<file path="src/verilog/gcs_pkg.sv">
/*
  Constants, types and helpers shared by the glitchless clock switchover.
  Assumes a single 25 MHz system clock that samples both clock sources as data.
*/
// Summary of operation
// - Both clock inputs behave identically; either may serve as primary source.
// - Delay pin strapped to supply disables runt suppression; plain immediate multiplexer.
// - A collapsed selected input freezes the output at its last valid level.
// - Running clocks: pass current pulses, hold low on target pulses, then follow.
// - Current stuck high: hold high on target pulses, low on falls, then follow.
// - The stretched cycle has high and low phases above half a target period.
// - Current stuck low: hold low on target falling edges, then follow target.
// - Collapsed current clock: stuck-high or stuck-low handover by the latched level.
// - Floating, static or zero-swing input still yields a stable defined output.
// - A slowly degrading but toggling input is passed through without correction.
// - The asynchronous select is resynchronised, so stage counts may vary slightly.
// - Power-up reset holds the logic until the supply settles, then releases cleanly.
// - With runt suppression on, the handover lasts a set number of source edges, so its cycle count scales with the clocks.

package gcs_pkg;

  // ==========================================================
  // Clock and timing
  // ==========================================================
  localparam int CLK_MHZ = 25;
  localparam int POR_HOLD_US = 100;
  localparam int POR_CYCLES = POR_HOLD_US * CLK_MHZ;
  localparam int POR_W = 12;

  // ==========================================================
  // Handover stage counts
  // ==========================================================
  localparam int CNT_W = 3;
  localparam logic [CNT_W-1:0] DRAIN_PULSES = 3'h2;
  localparam logic [CNT_W-1:0] STUCK_TARGET_PULSES = 3'h3;
  localparam logic [CNT_W-1:0] HIGH_HOLD_PULSES = 3'h2;
  localparam logic [CNT_W-1:0] LOW_HOLD_EDGES = 3'h2;
  localparam int HANDOVER_MAX_CYCLES = 17;

  // ==========================================================
  // Types
  // ==========================================================
  typedef struct packed {
    logic b;
    logic a;
  } gcs_pair_t;

  typedef enum logic [1:0] {
    ST_FOLLOW = 2'b00,
    ST_DRAIN = 2'b01,
    ST_HIGH_HOLD = 2'b10,
    ST_LOW_HOLD = 2'b11
  } gcs_state_t;

  // Same selection for both inputs keeps the two sources symmetric.
  function automatic logic gcs_pick(input gcs_pair_t p, input logic sel);
    gcs_pick = sel ? p.b : p.a;
  endfunction

endpackage

</file>
<file path="src/verilog/gcs_edge_counter.sv">
/*
  Small saturating edge counter used for each handover stage.
  Assumes the caller supplies a one-cycle step per counted input edge.
*/
`timescale 1ns/1ps
`default_nettype none

module gcs_edge_counter (
  input wire logic clk,
  input wire logic rst_n,
  input wire logic clear,
  input wire logic step,
  input wire logic [gcs_pkg::CNT_W-1:0] limit,
  output logic last,
  output logic done
);

  // ==========================================================
  // Count register
  // ==========================================================
  logic [gcs_pkg::CNT_W-1:0] count;
  logic [gcs_pkg::CNT_W-1:0] next_count;

  always_comb begin
    next_count = count;
    if (clear) begin
      next_count = '0;
    end else if (step && !done) begin
      next_count = count + 3'h1;
    end
    last = (count == limit - 3'h1);
    done = (count >= limit);
  end

  always_ff @(posedge clk) begin
    if (!rst_n) begin
      count <= '0;
    end else begin
      count <= next_count;
    end
  end

endmodule // gcs_edge_counter

`default_nettype wire

</file>
<file path="src/verilog/gcs_switchover.sv">
/*
  Glitchless two-input clock switchover with loss hold and power-up reset.
  Assumes both clock sources and their amplitude flags are sampled by clk,
  and that the sources are well below half the clk rate.
*/
`timescale 1ns/1ps
`default_nettype none

module gcs_switchover (
  input wire logic clk,
  input wire logic rst_n,
  input wire logic clockInputA,
  input wire logic clockInputB,
  input wire logic amplitudeOkA,
  input wire logic amplitudeOkB,
  input wire logic sourceSelect,
  input wire logic delayCapTiedHigh,
  input wire logic supplyAboveMin,
  output logic clockOut,
  output logic activeSource,
  output logic handoverBusy,
  output logic switchReady
);

  // ==========================================================
  // Power-up reset
  // ==========================================================
  localparam int POR_W_L = gcs_pkg::POR_W;
  localparam logic [POR_W_L-1:0] POR_END = POR_W_L'(gcs_pkg::POR_CYCLES);
  logic [POR_W_L-1:0] porCount;
  logic [POR_W_L-1:0] next_porCount;
  logic next_switchReady;
  logic bypass;
  logic next_bypass;

  always_comb begin
    next_porCount = porCount;
    next_switchReady = switchReady;
    next_bypass = bypass;
    if (!supplyAboveMin) begin
      next_porCount = '0;
      next_switchReady = 1'b0;
    end else if (!switchReady) begin
      next_porCount = porCount + 12'h001;
      if (porCount == POR_END - 12'h001) begin
        next_switchReady = 1'b1;
        // The strap is caught at release so it cannot change mid-operation.
        next_bypass = delayCapTiedHigh;
      end
    end
  end

  always_ff @(posedge clk) begin
    if (!rst_n) begin
      porCount <= '0;
      switchReady <= 1'b0;
      bypass <= 1'b0;
    end else begin
      porCount <= next_porCount;
      switchReady <= next_switchReady;
      bypass <= next_bypass;
    end
  end

  // ==========================================================
  // Select synchroniser
  // ==========================================================
  logic selMeta;
  logic selSync;
  logic next_selMeta;
  logic next_selSync;

  always_comb begin
    next_selMeta = sourceSelect;
    next_selSync = selMeta;
  end

  always_ff @(posedge clk) begin
    if (!rst_n) begin
      selMeta <= 1'b0;
      selSync <= 1'b0;
    end else begin
      selMeta <= next_selMeta;
      selSync <= next_selSync;
    end
  end

  // ==========================================================
  // Input samples and edge detection
  // ==========================================================
  gcs_pkg::gcs_pair_t level;
  gcs_pkg::gcs_pair_t okPair;
  gcs_pkg::gcs_pair_t prevLevel;
  gcs_pkg::gcs_pair_t next_prevLevel;

  always_comb begin
    level = '{b: clockInputB, a: clockInputA};
    okPair = '{b: amplitudeOkB, a: amplitudeOkA};
    next_prevLevel = level;
  end

  always_ff @(posedge clk) begin
    if (!rst_n) begin
      prevLevel <= '0;
    end else begin
      prevLevel <= next_prevLevel;
    end
  end

  logic curLevel;
  logic curValid;
  logic curFall;
  logic tgtLevel;
  logic tgtRise;
  logic tgtFall;

  always_comb begin
    // One pick function serves both roles, so neither input is favoured.
    curLevel = gcs_pkg::gcs_pick(level, activeSource);
    curValid = gcs_pkg::gcs_pick(okPair, activeSource);
    curFall = curValid && gcs_pkg::gcs_pick(prevLevel, activeSource) && !curLevel;
    tgtLevel = gcs_pkg::gcs_pick(level, !activeSource);
    tgtRise = tgtLevel && !gcs_pkg::gcs_pick(prevLevel, !activeSource);
    tgtFall = !tgtLevel && gcs_pkg::gcs_pick(prevLevel, !activeSource);
  end

  // ==========================================================
  // Stage counters
  // ==========================================================
  gcs_pkg::gcs_state_t state;
  gcs_pkg::gcs_state_t next_state;
  logic curStep;
  logic tgtStep;
  logic cntClear;
  logic curLast;
  logic tgtLast;
  logic tgtDone;
  logic [gcs_pkg::CNT_W-1:0] tgtLimit;

  always_comb begin
    cntClear = (next_state != state) || (state == gcs_pkg::ST_FOLLOW);
    curStep = (state == gcs_pkg::ST_DRAIN) && curFall;
    tgtStep = 1'b0;
    tgtLimit = gcs_pkg::STUCK_TARGET_PULSES;
    unique case (state)
      gcs_pkg::ST_FOLLOW: begin
        tgtStep = 1'b0;
      end
      gcs_pkg::ST_DRAIN: begin
        tgtStep = tgtRise;
      end
      gcs_pkg::ST_HIGH_HOLD: begin
        tgtStep = tgtRise;
        tgtLimit = gcs_pkg::HIGH_HOLD_PULSES;
      end
      gcs_pkg::ST_LOW_HOLD: begin
        tgtStep = tgtFall;
        tgtLimit = gcs_pkg::LOW_HOLD_EDGES;
      end
    endcase
  end

  // Counting current edges bounds the drain stage for a running source.
  gcs_edge_counter u_curCount (
    .clk(clk),
    .rst_n(rst_n),
    .clear(cntClear),
    .step(curStep),
    .limit(gcs_pkg::DRAIN_PULSES),
    .last(curLast),
    .done()
  );

  gcs_edge_counter u_tgtCount (
    .clk(clk),
    .rst_n(rst_n),
    .clear(cntClear),
    .step(tgtStep),
    .limit(tgtLimit),
    .last(tgtLast),
    .done(tgtDone)
  );

  // ==========================================================
  // Handover sequencer
  // ==========================================================
  logic lastLevel;
  logic next_lastLevel;
  logic next_clockOut;
  logic next_activeSource;
  logic next_handoverBusy;

  always_comb begin
    next_state = state;
    next_clockOut = clockOut;
    next_activeSource = activeSource;
    next_handoverBusy = handoverBusy;
    next_lastLevel = lastLevel;
    // A gradually weakening but toggling input still counts as valid.
    if (curValid) begin
      next_lastLevel = curLevel;
    end
    if (!switchReady) begin
      // Tracking the select here means release never starts a handover.
      next_state = gcs_pkg::ST_FOLLOW;
      next_clockOut = 1'b0;
      next_activeSource = selSync;
      next_handoverBusy = 1'b0;
      next_lastLevel = 1'b0;
    end else if (bypass) begin
      next_state = gcs_pkg::ST_FOLLOW;
      next_activeSource = selSync;
      next_handoverBusy = 1'b0;
      if (gcs_pkg::gcs_pick(okPair, selSync)) begin
        next_clockOut = gcs_pkg::gcs_pick(level, selSync);
      end else begin
        next_clockOut = lastLevel;
      end
    end else begin
      unique case (state)
        gcs_pkg::ST_FOLLOW: begin
          // A collapsed input never reaches the output, so no undefined level.
          next_clockOut = curValid ? curLevel : lastLevel;
          if (selSync != activeSource) begin
            next_handoverBusy = 1'b1;
            if (!curValid) begin
              next_clockOut = lastLevel;
              next_state = lastLevel ? gcs_pkg::ST_HIGH_HOLD
                                     : gcs_pkg::ST_LOW_HOLD;
            end else begin
              next_state = gcs_pkg::ST_DRAIN;
            end
          end
        end
        gcs_pkg::ST_DRAIN: begin
          next_clockOut = curValid ? curLevel : lastLevel;
          if (curFall && curLast) begin
            // Leaving on a falling edge means the output is already low.
            next_clockOut = 1'b0;
            next_state = gcs_pkg::ST_LOW_HOLD;
          end else if (!curValid || (tgtRise && tgtLast)) begin
            // Second current fall not seen within the target window: treat as stuck.
            next_clockOut = lastLevel;
            next_state = lastLevel ? gcs_pkg::ST_HIGH_HOLD
                                   : gcs_pkg::ST_LOW_HOLD;
          end
        end
        gcs_pkg::ST_HIGH_HOLD: begin
          next_clockOut = 1'b1;
          // Dropping only on a target fall after whole pulses keeps the
          // stretched high phase above half a target period.
          if (tgtFall && tgtDone) begin
            next_clockOut = 1'b0;
            next_state = gcs_pkg::ST_LOW_HOLD;
          end
        end
        gcs_pkg::ST_LOW_HOLD: begin
          next_clockOut = 1'b0;
          // Joining right after a target fall gives a full low phase.
          if (tgtFall && tgtLast) begin
            next_activeSource = !activeSource;
            next_handoverBusy = 1'b0;
            next_state = gcs_pkg::ST_FOLLOW;
          end
        end
      endcase
    end
  end

  always_ff @(posedge clk) begin
    if (!rst_n) begin
      state <= gcs_pkg::ST_FOLLOW;
      clockOut <= 1'b0;
      activeSource <= 1'b0;
      handoverBusy <= 1'b0;
      lastLevel <= 1'b0;
    end else begin
      state <= next_state;
      clockOut <= next_clockOut;
      activeSource <= next_activeSource;
      handoverBusy <= next_handoverBusy;
      lastLevel <= next_lastLevel;
    end
  end

endmodule // gcs_switchover

`default_nettype wire

</file>
<file path="config.mk">
export PLATFORM = sky130hd
export DESIGN_NAME = gcs_switchover
export DESIGN_NICKNAME = d
export VERILOG_FILES = /design/src/verilog/gcs_pkg.sv /design/src/verilog/gcs_edge_counter.sv /design/src/verilog/gcs_switchover.sv
export SDC_FILE = /design/constraint.sdc
export NUM_CORES = 1
export LEC_CHECK = 0
export BUFFER_PORTS_ARGS = -buffer_cell sky130_fd_sc_hd__buf_2
export CAP_MARGIN = 20
export CORE_AREA = 2 2 76 78
export CTS_BUF_LIST = sky130_fd_sc_hd__clkbuf_16
export CTS_CLUSTER_SIZE = 8
export DETAILED_ROUTE_END_ITERATION = 10
export DIE_AREA = 0 0 78 80
export SLEW_MARGIN = 20
export SYNTH_ARGS = -nofsm -noshare
export SYNTH_HDL_FRONTEND = slang
export SYNTH_SLANG_ARGS = --single-unit
</file>
<file path="constraint.sdc">
create_clock -name clk -period 3.7 [get_ports clk]
set_clock_uncertainty 0.1 [all_clocks]
set_input_delay 0.185 -clock clk [delete_from_list [all_inputs] [get_ports clk]]
set_output_delay 0.185 -clock clk [all_outputs]
set_load 0.005 [all_outputs]
</file>
==> results of run 1 <==
-- final timing paths --
check / end / slack, ps / depth (start not counted)
hold reg to reg: selSync / 330 / 1
setup reg to reg: u_curCount.count[0] / 760 / 9
hold / removal: next_selSync / 20 / 2
setup / recovery: u_curCount.count[0] / 760 / 9
-- kinds of logic after synthesis --
logic type	Yosys count	synth area share (%)
and+or+nand+nor	92	27.7
adders and majority gates	9	6.04
buffers and inverters	16	3.62
muxes	6	3.22
AOI/OAI and AO/OA	45	20.7
xor gates and xnor gates	13	6.51
DFF	30	32.2
-- cells in the final DEF, fill, tap and decap left out, drive strengths merged, types with 3 or more instances in the layout --
master and count:
a21o 3, buf 12, and3 3, nor2 23, nand4 5, o21ai 7, clkbuf 5, nor3 3
inv 12, nor4 6, mux2i 6, a211o 3, nand3 6, o211ai 5, dfxtp 30, and2 5
or3 4, nand2b 3, nand3b 7, xnor2 7, nand2 13, xor2 6, a21oi 7, ha 9
nor2b 4
-- power breakdown --
part	internal (mW)	total (mW)	switching, mW
clock network	0.242	0.382	0.140
registers	0.327	0.332	0.00455
logic	0.0174	0.0384	0.0209
-- final cells by class --
cell class / count / area, µm² / share of cell area, %
clock buffers: 5 / 125 / 5.89
well taps: 72 / 90.1 / 4.24
clock inverters: 3 / 12.5 / 0.589
inverters: 11 / 41.3 / 1.94
repair buffers: 12 / 60.1 / 2.83
multi-input cells: 165 / 1200 / 56.3
flip-flops and latches: 30 / 601 / 28.3
-- sequential cells by signal, indices dropped and copies added (netlist names) --
name / cells
selSync: 1
prevLevel: 2
activeSource: 1
switchReady: 1
clockOut: 1
u_curCount.count: 3
lastLevel: 1
bypass: 1
handoverBusy: 1
state: 2
next_selSync: 1
porCount: 12
u_tgtCount.count: 3
-- critical path, delay by kind of cell (launching register included) --
family | cells | cell delay, ps
DFF | 1 | 490
buffers and inverters | 1 | 170
and+or+nand+nor | 4 | 810
AOI/OAI and AO/OA | 2 | 620
adders and majority gates | 2 | 600
-- stage by stage --
stage | worst slack [ps] | instance area (µm²) | utilization [%]
floorplan | 1100 | 1860 | -
global placement | 882 | 1990 | 36.8
detailed placement | 799 | 1990 | 36.8
CTS | 777 | 2130 | 39.3
global route | 535 | 2130 | 39.3
finish | 756 | 2130 | 39.3
-- synth_stat cells (4+ instances only) --
library cell  count
nor2_1           23
or3_1             4
nor4_1            6
nand2_1          12
nand3b_1          7
inv_1            11
ha_1              9
a21oi_1           6
mux2i_1           6
nand4_1           5
nor2b_1           4
o21ai_0           7
dfxtp_1          30
nand3_1           6
clkbuf_1          4
xnor2_1           6
and2_1            5
o211ai_1          5
xor2_1            6
-- metal layers --
| metal | up-vias | GRT usage (%) | wire [µm] |
|---|---|---|---|
| li1 | 812 | - | - |
| met1 | 755 | 17.6 | 1910 |
| met2 | 38 | 22.8 | 1940 |
| met3 | 4 | 2.38 | 169 |
| met4 | 0 | 6.32 | 53 |
| met5 | - | 0 | 0 |
==> flow_metrics.tcl, run 1 <==
set metrics [dict create \
    startpoint "state[0]" \
    dp_cells 290 \
    clockRootBuffer "clkbuf_16" \
    relSlewSlack_pct 56.9 \
    critPathMaxFanout 8 \
    clk_pin_slew_ps 60 \
    max-vdd-ir-drop_uv 232 \
    htreeDepth 2 \
    synth_edf_count 0 \
    ys.warnings.count 0 \
    start_util_pct 34.5 \
    grt_pass1_wl_um 6820 \
    ioPinCount 13 \
    rsz0062_at_grt "no" \
    diodes 0 \
    nets 243 \
    worst_slew_pin_slew_ps 628 \
    track_usage_pct 13.8 \
    power.leakage_nw 0.816 \
    async_flop_share_pct 0 \
    holdBufCountCts 0 \
    slowest_stage "dfxtp_1" \
    vias_per_cell 5.40 \
    wire_per_inst_um 13.7 \
    cap_violations 0 \
    cts_inserted_buffers 5 \
    io_buffers 12 \
    post_cts_buffers 0 \
    core_um2 5410 \
    synth_flop_cell "dfxtp_1" \
    syn_nets 229 \
    r2r-start "state[0]" \
    overflow 0 \
    remaining_drc_errors 0 \
    antenna_found_initial 0 \
    power_density_nw_per_um2 354 \
    status "finished clean" \
    yosysTopAreaCell "dfxtp_1" \
    setup_tns_ps 0 \
    fmax_ghz 0.340 \
    final_cells 298 \
    slew_violations 0 \
    fin_crit_ps 2940 \
    synth_cells 211 \
    fin_crit_sh_pct 79.6 \
    dieHeight_um 80 \
    num_vias 1609 \
    grt_max_degree 16 \
    dieArea_um2 6240 \
    synth_cell_type_count 55 \
    synth_area_per_cell_um2 8.84 \
    ys_seq_area_share_pct 32.2 \
    arrival_ps 2970 \
    ant_nets 0 \
    end_kind "register" \
    synth_area_um2 1860 \
    drive_gt1_share_pct 11.9 \
    critical_path_class "register to register" \
    post_cts_resized 0 \
    dp_hpwl_um 2990 \
    min_from "sourceSelect" \
    cts_sinks 30 \
    first_iter_violations 62 \
    rows 27 \
    ctsLongestPathBuffers 2 \
    setup_violations 0 \
    synth.area.top_cells "dfxtp_1 32%, ha_1 6.0%, nor2_1 4.6%" \
    cts_tree "done" \
    slowest_delay_ps 490 \
    dr.pass1.iters 4 \
    synth_top_area_share_pct 32.2 \
    worstPathCellList "inv_1 > ha_1 > nor2_1 > ha_1 > or4_1 > a21oi_2 > nor2_1 > a2111oi_4 > nor4_1" \
    die-width_um 78 \
    synth-seq-cells 30 \
    hold_class "primary input to register" \
    gp_congestion 0.866 \
    synthToLayoutAreaGrowth_pct 14.0 \
    holdWs_ps 18.5 \
    required_ps 3730 \
    clk_latency_ps 280 \
    grt_pass1_vias 1493 \
    worstSetupStartpointType "register" \
    total_power_uw 752 \
    routed_wl_um 4070 \
    nFillCells 569 \
    hold_violations 0 \
]
Power figures use the tool's default switching activity.
==> run 2: changes to the inputs <==
- clock period: 3.7 -> 2.5 ns (I/O delays scaled with it)
==> flow_metrics.tcl, run 2 (same netlist as run 1, synthesis figures left out) <==
set metrics [dict create \
    dieHeight_um 80 \
    setup_tns_ps 0 \
    wire_per_inst_um 13.5 \
    end_kind "register" \
    slowest_delay_ps 370 \
    remaining_drc_errors 0 \
    required_ps 2580 \
    track_usage_pct 14.7 \
    largest_register_ffs 12 \
    arrival_ps 2500 \
    final_cells 312 \
    cpLargestDelayFamily "compound AO/OA/AOI/OAI gates" \
    routed_wl_um 4230 \
    dr.pass1.iters 4 \
    regMostFlops "porCount" \
    gp_congestion 0.881 \
    stdcell_area_um2 2290 \
    ant_nets 0 \
    cts_tree "done" \
    hold_violations 0 \
    grt_pass1_vias 1513 \
    clk_pin_slew_ps 50 \
    cts_sinks 30 \
    r2r-start "state[0]" \
    worstSetupStartpointType "register" \
    power_frac_comb_pct 5.6 \
    slew_violations 0 \
    dp_cells 301 \
    grt-busiest-layer "met2" \
    grtUsageMet1_pct 18.4 \
    met2_usage_pct 24.1 \
    vias_per_cell 5.19 \
    power.leakage_nw 0.884 \
    status "finished clean" \
    setup_violations 0 \
    start_util_pct 34.5 \
    antenna_found_initial 0 \
    startpoint "state[0]" \
    clk_latency_ps 280 \
    fmax_ghz 0.413 \
    netSwitchingFraction_pct 22.4 \
    cap_violations 0 \
    worst_slew_pin_slew_ps 484 \
    htreeDepth 2 \
    final_cell_mix "29 x dfxtp_1, 21 x nor2_1, 12 x nand2_1, 12 x buf_2, 11 x buf_4" \
    synthToLayoutAreaGrowth_pct 22.8 \
    pwr-share-seq_pct 43.3 \
    crit_buf_inv 3 \
    hold_class "primary input to register" \
    io_buffers 12 \
    grt_pass1_wl_um 7150 \
    power_frac_clock_pct 51.0 \
    critical_path_class "register to register" \
    final_common_cell "dfxtp_1" \
    cts_inserted_buffers 5 \
    nFillCells 550 \
    relSlewSlack_pct 66.9 \
    diodes 0 \
    nets 257 \
    total_power_mw 1.13 \
    max-vdd-ir-drop_uv 355 \
    ioPinCount 13 \
    top_regs "porCount (12), u_curCount.count (3), u_tgtCount.count (3)" \
    ctsLongestPathBuffers 2 \
    power_density_nw_per_um2 493 \
    met3_usage_pct 3.96 \
    critPathMaxFanout 7 \
    min_from "clockInputA" \
    dieArea_um2 6240 \
    slowest_stage "dfxtp_4" \
    dp_hpwl_um 3150 \
    grt_max_degree 14 \
    worstPathCellList "inv_2 > ha_2 > buf_6 > or3_4 > o2111a_4 > buf_4 > a211oi_4 > o32ai_4 > nor4_1" \
    holdWs_ps 70.9 \
    p_switching_uw 253 \
    core_um2 5410 \
    first_iter_violations 55 \
    die-width_um 78 \
    fin_crit_ps 2420 \
    num_vias 1618 \
    rows 27 \
    overflow 0 \
    p_int_uw 875 \
    clockRootBuffer "clkbuf_16" \
    fin_crit_sh_pct 96.8 \
    drive_gt1_share_pct 20.4 \
    dpl_cell_area_um2 2070 \
]
run 2: layout make-up:
cell class | instances | area (µm²) | area share [%]
repair buffers | 26 | 174 | 7.60
inverters | 11 | 41.3 | 1.80
clock buffers | 5 | 125 | 5.47
multi-input cells | 165 | 1240 | 54.1
well taps | 72 | 90.1 | 3.94
clock inverters | 3 | 16.3 | 0.711
flip-flops and latches | 30 | 604 | 26.4
run 2: metrics by stage:
step	utilization [%]	worst slack, ps
detailed placement	38.3	-3.27
global route	42.3	-1.67
floorplan	-	13.5
global placement	38.3	69.0
CTS	41.5	12.4
finish	42.3	79.9
run 2: what timing repair did:
item                                   4_1_cts  5_1_grt
resized for setup                            0       11
setup buffers                                1        0
setup endpoints to repair                    6        8
pin swaps                                    1        5
endpoints found under the hold margin        2        0
hold buffers                                 2        0
run 2: power groups by stage:
| stage | Sequential, mW | Combinational (mW) | Clock (mW) |
|---|---|---|---|
| after floorplan | 0.498 | 0.0399 | 0 |
| after global routing | 0.489 | 0.0697 | 0.615 |
| after CTS | 0.490 | 0.0616 | 0.589 |
| final | 0.489 | 0.0635 | 0.576 |
| after global placement | 0.500 | 0.0594 | 0 |
| after detailed placement | 0.500 | 0.0589 | 0 |
run 2: final timing paths:
| kind | to | slack [ps] | cells after the start |
|---|---|---|---|
| max | u_tgtCount.count[0] | 80 | 9 |
| min | prevLevel[0] | 70 | 2 |
| max reg2reg | u_tgtCount.count[0] | 80 | 9 |
| min reg2reg | selSync | 330 | 1 |
run 2: layer usage:
metal / part of all wire (%) / vias up
met3: 3.1 / 6
met1: 48 / 752
met2: 47 / 24
met5: 0 / -
li1: - / 836
met4: 1.6 / 0
==> run 3: changes to the inputs <==
- CORE_AREA: 2 2 76 78 -> 2 2 80 82
- DIE_AREA: 0 0 78 80 -> 0 0 82 84
- SYNTH_HIERARCHICAL: not set -> 1
==> flow_metrics.tcl, run 3 <==
set metrics [dict create \
    status "finished with violations" \
    violations "negative setup slack" \
    first_iter_violations 121 \
    ant_nets 0 \
    critical_path_class "register to register" \
    top_regs "porCount (12), u_curCount/count (3), u_tgtCount/count (3)" \
    fin_crit_ps 2930 \
    cts_inserted_buffers 5 \
    synth_cells 239 \
    antenna_found_initial 0 \
    grt_pass1_wl_um 7690 \
    synth_area_per_cell_um2 8.52 \
    io_buffers 12 \
    dieArea_um2 6890 \
    worst_slack_ps -430 \
    final_cell_mix "28 x nand2_1, 28 x dfxtp_1, 23 x nor2_1" \
    ioPinCount 13 \
    final_cells 359 \
    critPathMaxFanout 6 \
    max-vdd-ir-drop_uv 300 \
    dp_hpwl_um 3340 \
    clk_pin_slew_ps 60 \
    vias_per_cell 4.91 \
    regMostFlops "porCount" \
    holdWs_ps 4.71 \
    rsz0062_at_grt "yes" \
    die-width_um 82 \
    required_ps 2550 \
    cts_tree "done" \
    overflow 0 \
    power_density_nw_per_um2 448 \
    ctsLongestPathBuffers 2 \
    hold_violations 0 \
    grt_pass1_vias 1713 \
    drive_gt1_share_pct 25.2 \
    ys.warnings.count 6 \
    dieHeight_um 84 \
    core_um2 6100 \
    nFillCells 602 \
    htreeDepth 2 \
    multiInputGateArea_um2 1460 \
    grt_max_degree 14 \
    end_kind "register" \
    hold_class "primary input to register" \
    start_util_pct 33.4 \
    nets 305 \
    synth_area_um2 2040 \
    clk_latency_ps 270 \
    wire_per_inst_um 12.4 \
    rows 29 \
    setup_violations 6 \
    fmax_ghz 0.341 \
    cts_sinks 30 \
    synthToLayoutAreaGrowth_pct 27.4 \
    num_vias 1761 \
    arrival_ps 2980 \
    fin_crit_sh_pct 117 \
    routed_wl_um 4440 \
    track_usage_pct 14.1 \
    diodes 0 \
    cap_violations 0 \
    seqCellArea_um2 606 \
    largest_register_ffs 12 \
    worstSetupStartpointType "register" \
    slew_violations 0 \
    clockRootBuffer "clkbuf_16" \
    power.leakage_nw 1.04 \
    dr.pass1.iters 4 \
    remaining_drc_errors 0 \
    gp_congestion 0.813 \
    dp_cells 348 \
]
run 3: worst max-delay path, stage by stage (launching register included):
cell and delay (ps):
dfxtp_4 370, inv_4 40, ha_4 150, nor2_4 120, inv_2 50, ha_4 210
xnor2_2 140, nor3_4 190, and3b_2 260, o22a_2 150, o211ai_1 110, a311oi_2 310
mux2i_2 250, buf_4 170, nor2b_4 50, nand2b_1 60, mux2i_1 70
run 3: where the power goes:
part | internal [mW] | switching [mW]
sequential | 0.483 | 0.00560
clock | 0.363 | 0.218
combinational | 0.0445 | 0.0487
total | 0.890 | 0.273
run 3: final timing paths:
path / cells past startpoint / from / slack (ps) / end
min: 3 / delayCapTiedHigh / 5 / bypass
max: 16 / state[0] / -430 / u_curCount/count[2]
max reg2reg: 16 / state[0] / -430 / u_curCount/count[2]
min reg2reg: 1 / next_selSync / 330 / selSync
run 3: what timing repair did:
action,CTS,global route
gates cloned,0,0
endpoints found under the setup margin,9,9
hold buffers,1,0
setup buffers,1,1
resized for setup,2,7
endpoints found under the hold margin,1,0
pin swaps,10,11
run 3: through the flow:
step	util, %	TNS, ps	power, mW	setup slack (ps)	area, µm²
2_1_floorplan	-	-1990	0.555	-334	2110
3_3_place_gp	39.1	-2890	0.585	-473	2380
3_5_place_dp	39.1	-3340	0.585	-535	2380
4_1_cts	41.8	-2860	1.17	-483	2550
5_1_grt	42.6	-4140	1.21	-677	2590
6_report	42.6	-2530	1.16	-430	2590
run 3: layer usage:
| layer | wire length, µm | up-vias | global-route usage (%) |
|---|---|---|---|
| met5 | 0 | - | 0 |
| met3 | 174 | 2 | 3.68 |
| met2 | 2080 | 29 | 22.7 |
| met4 | 29 | 0 | 3.18 |
| li1 | - | 907 | - |
| met1 | 2150 | 823 | 18.8 |
run 3: area by class of cell:
type,instances,share of cell area [%]
tap,77,3.71
inverter,15,2.27
timing repair buffer,35,9.06
sequential,30,23.3
clock inverter,3,0.627
multi-input combinational,194,56.2
clock buffer,5,4.82
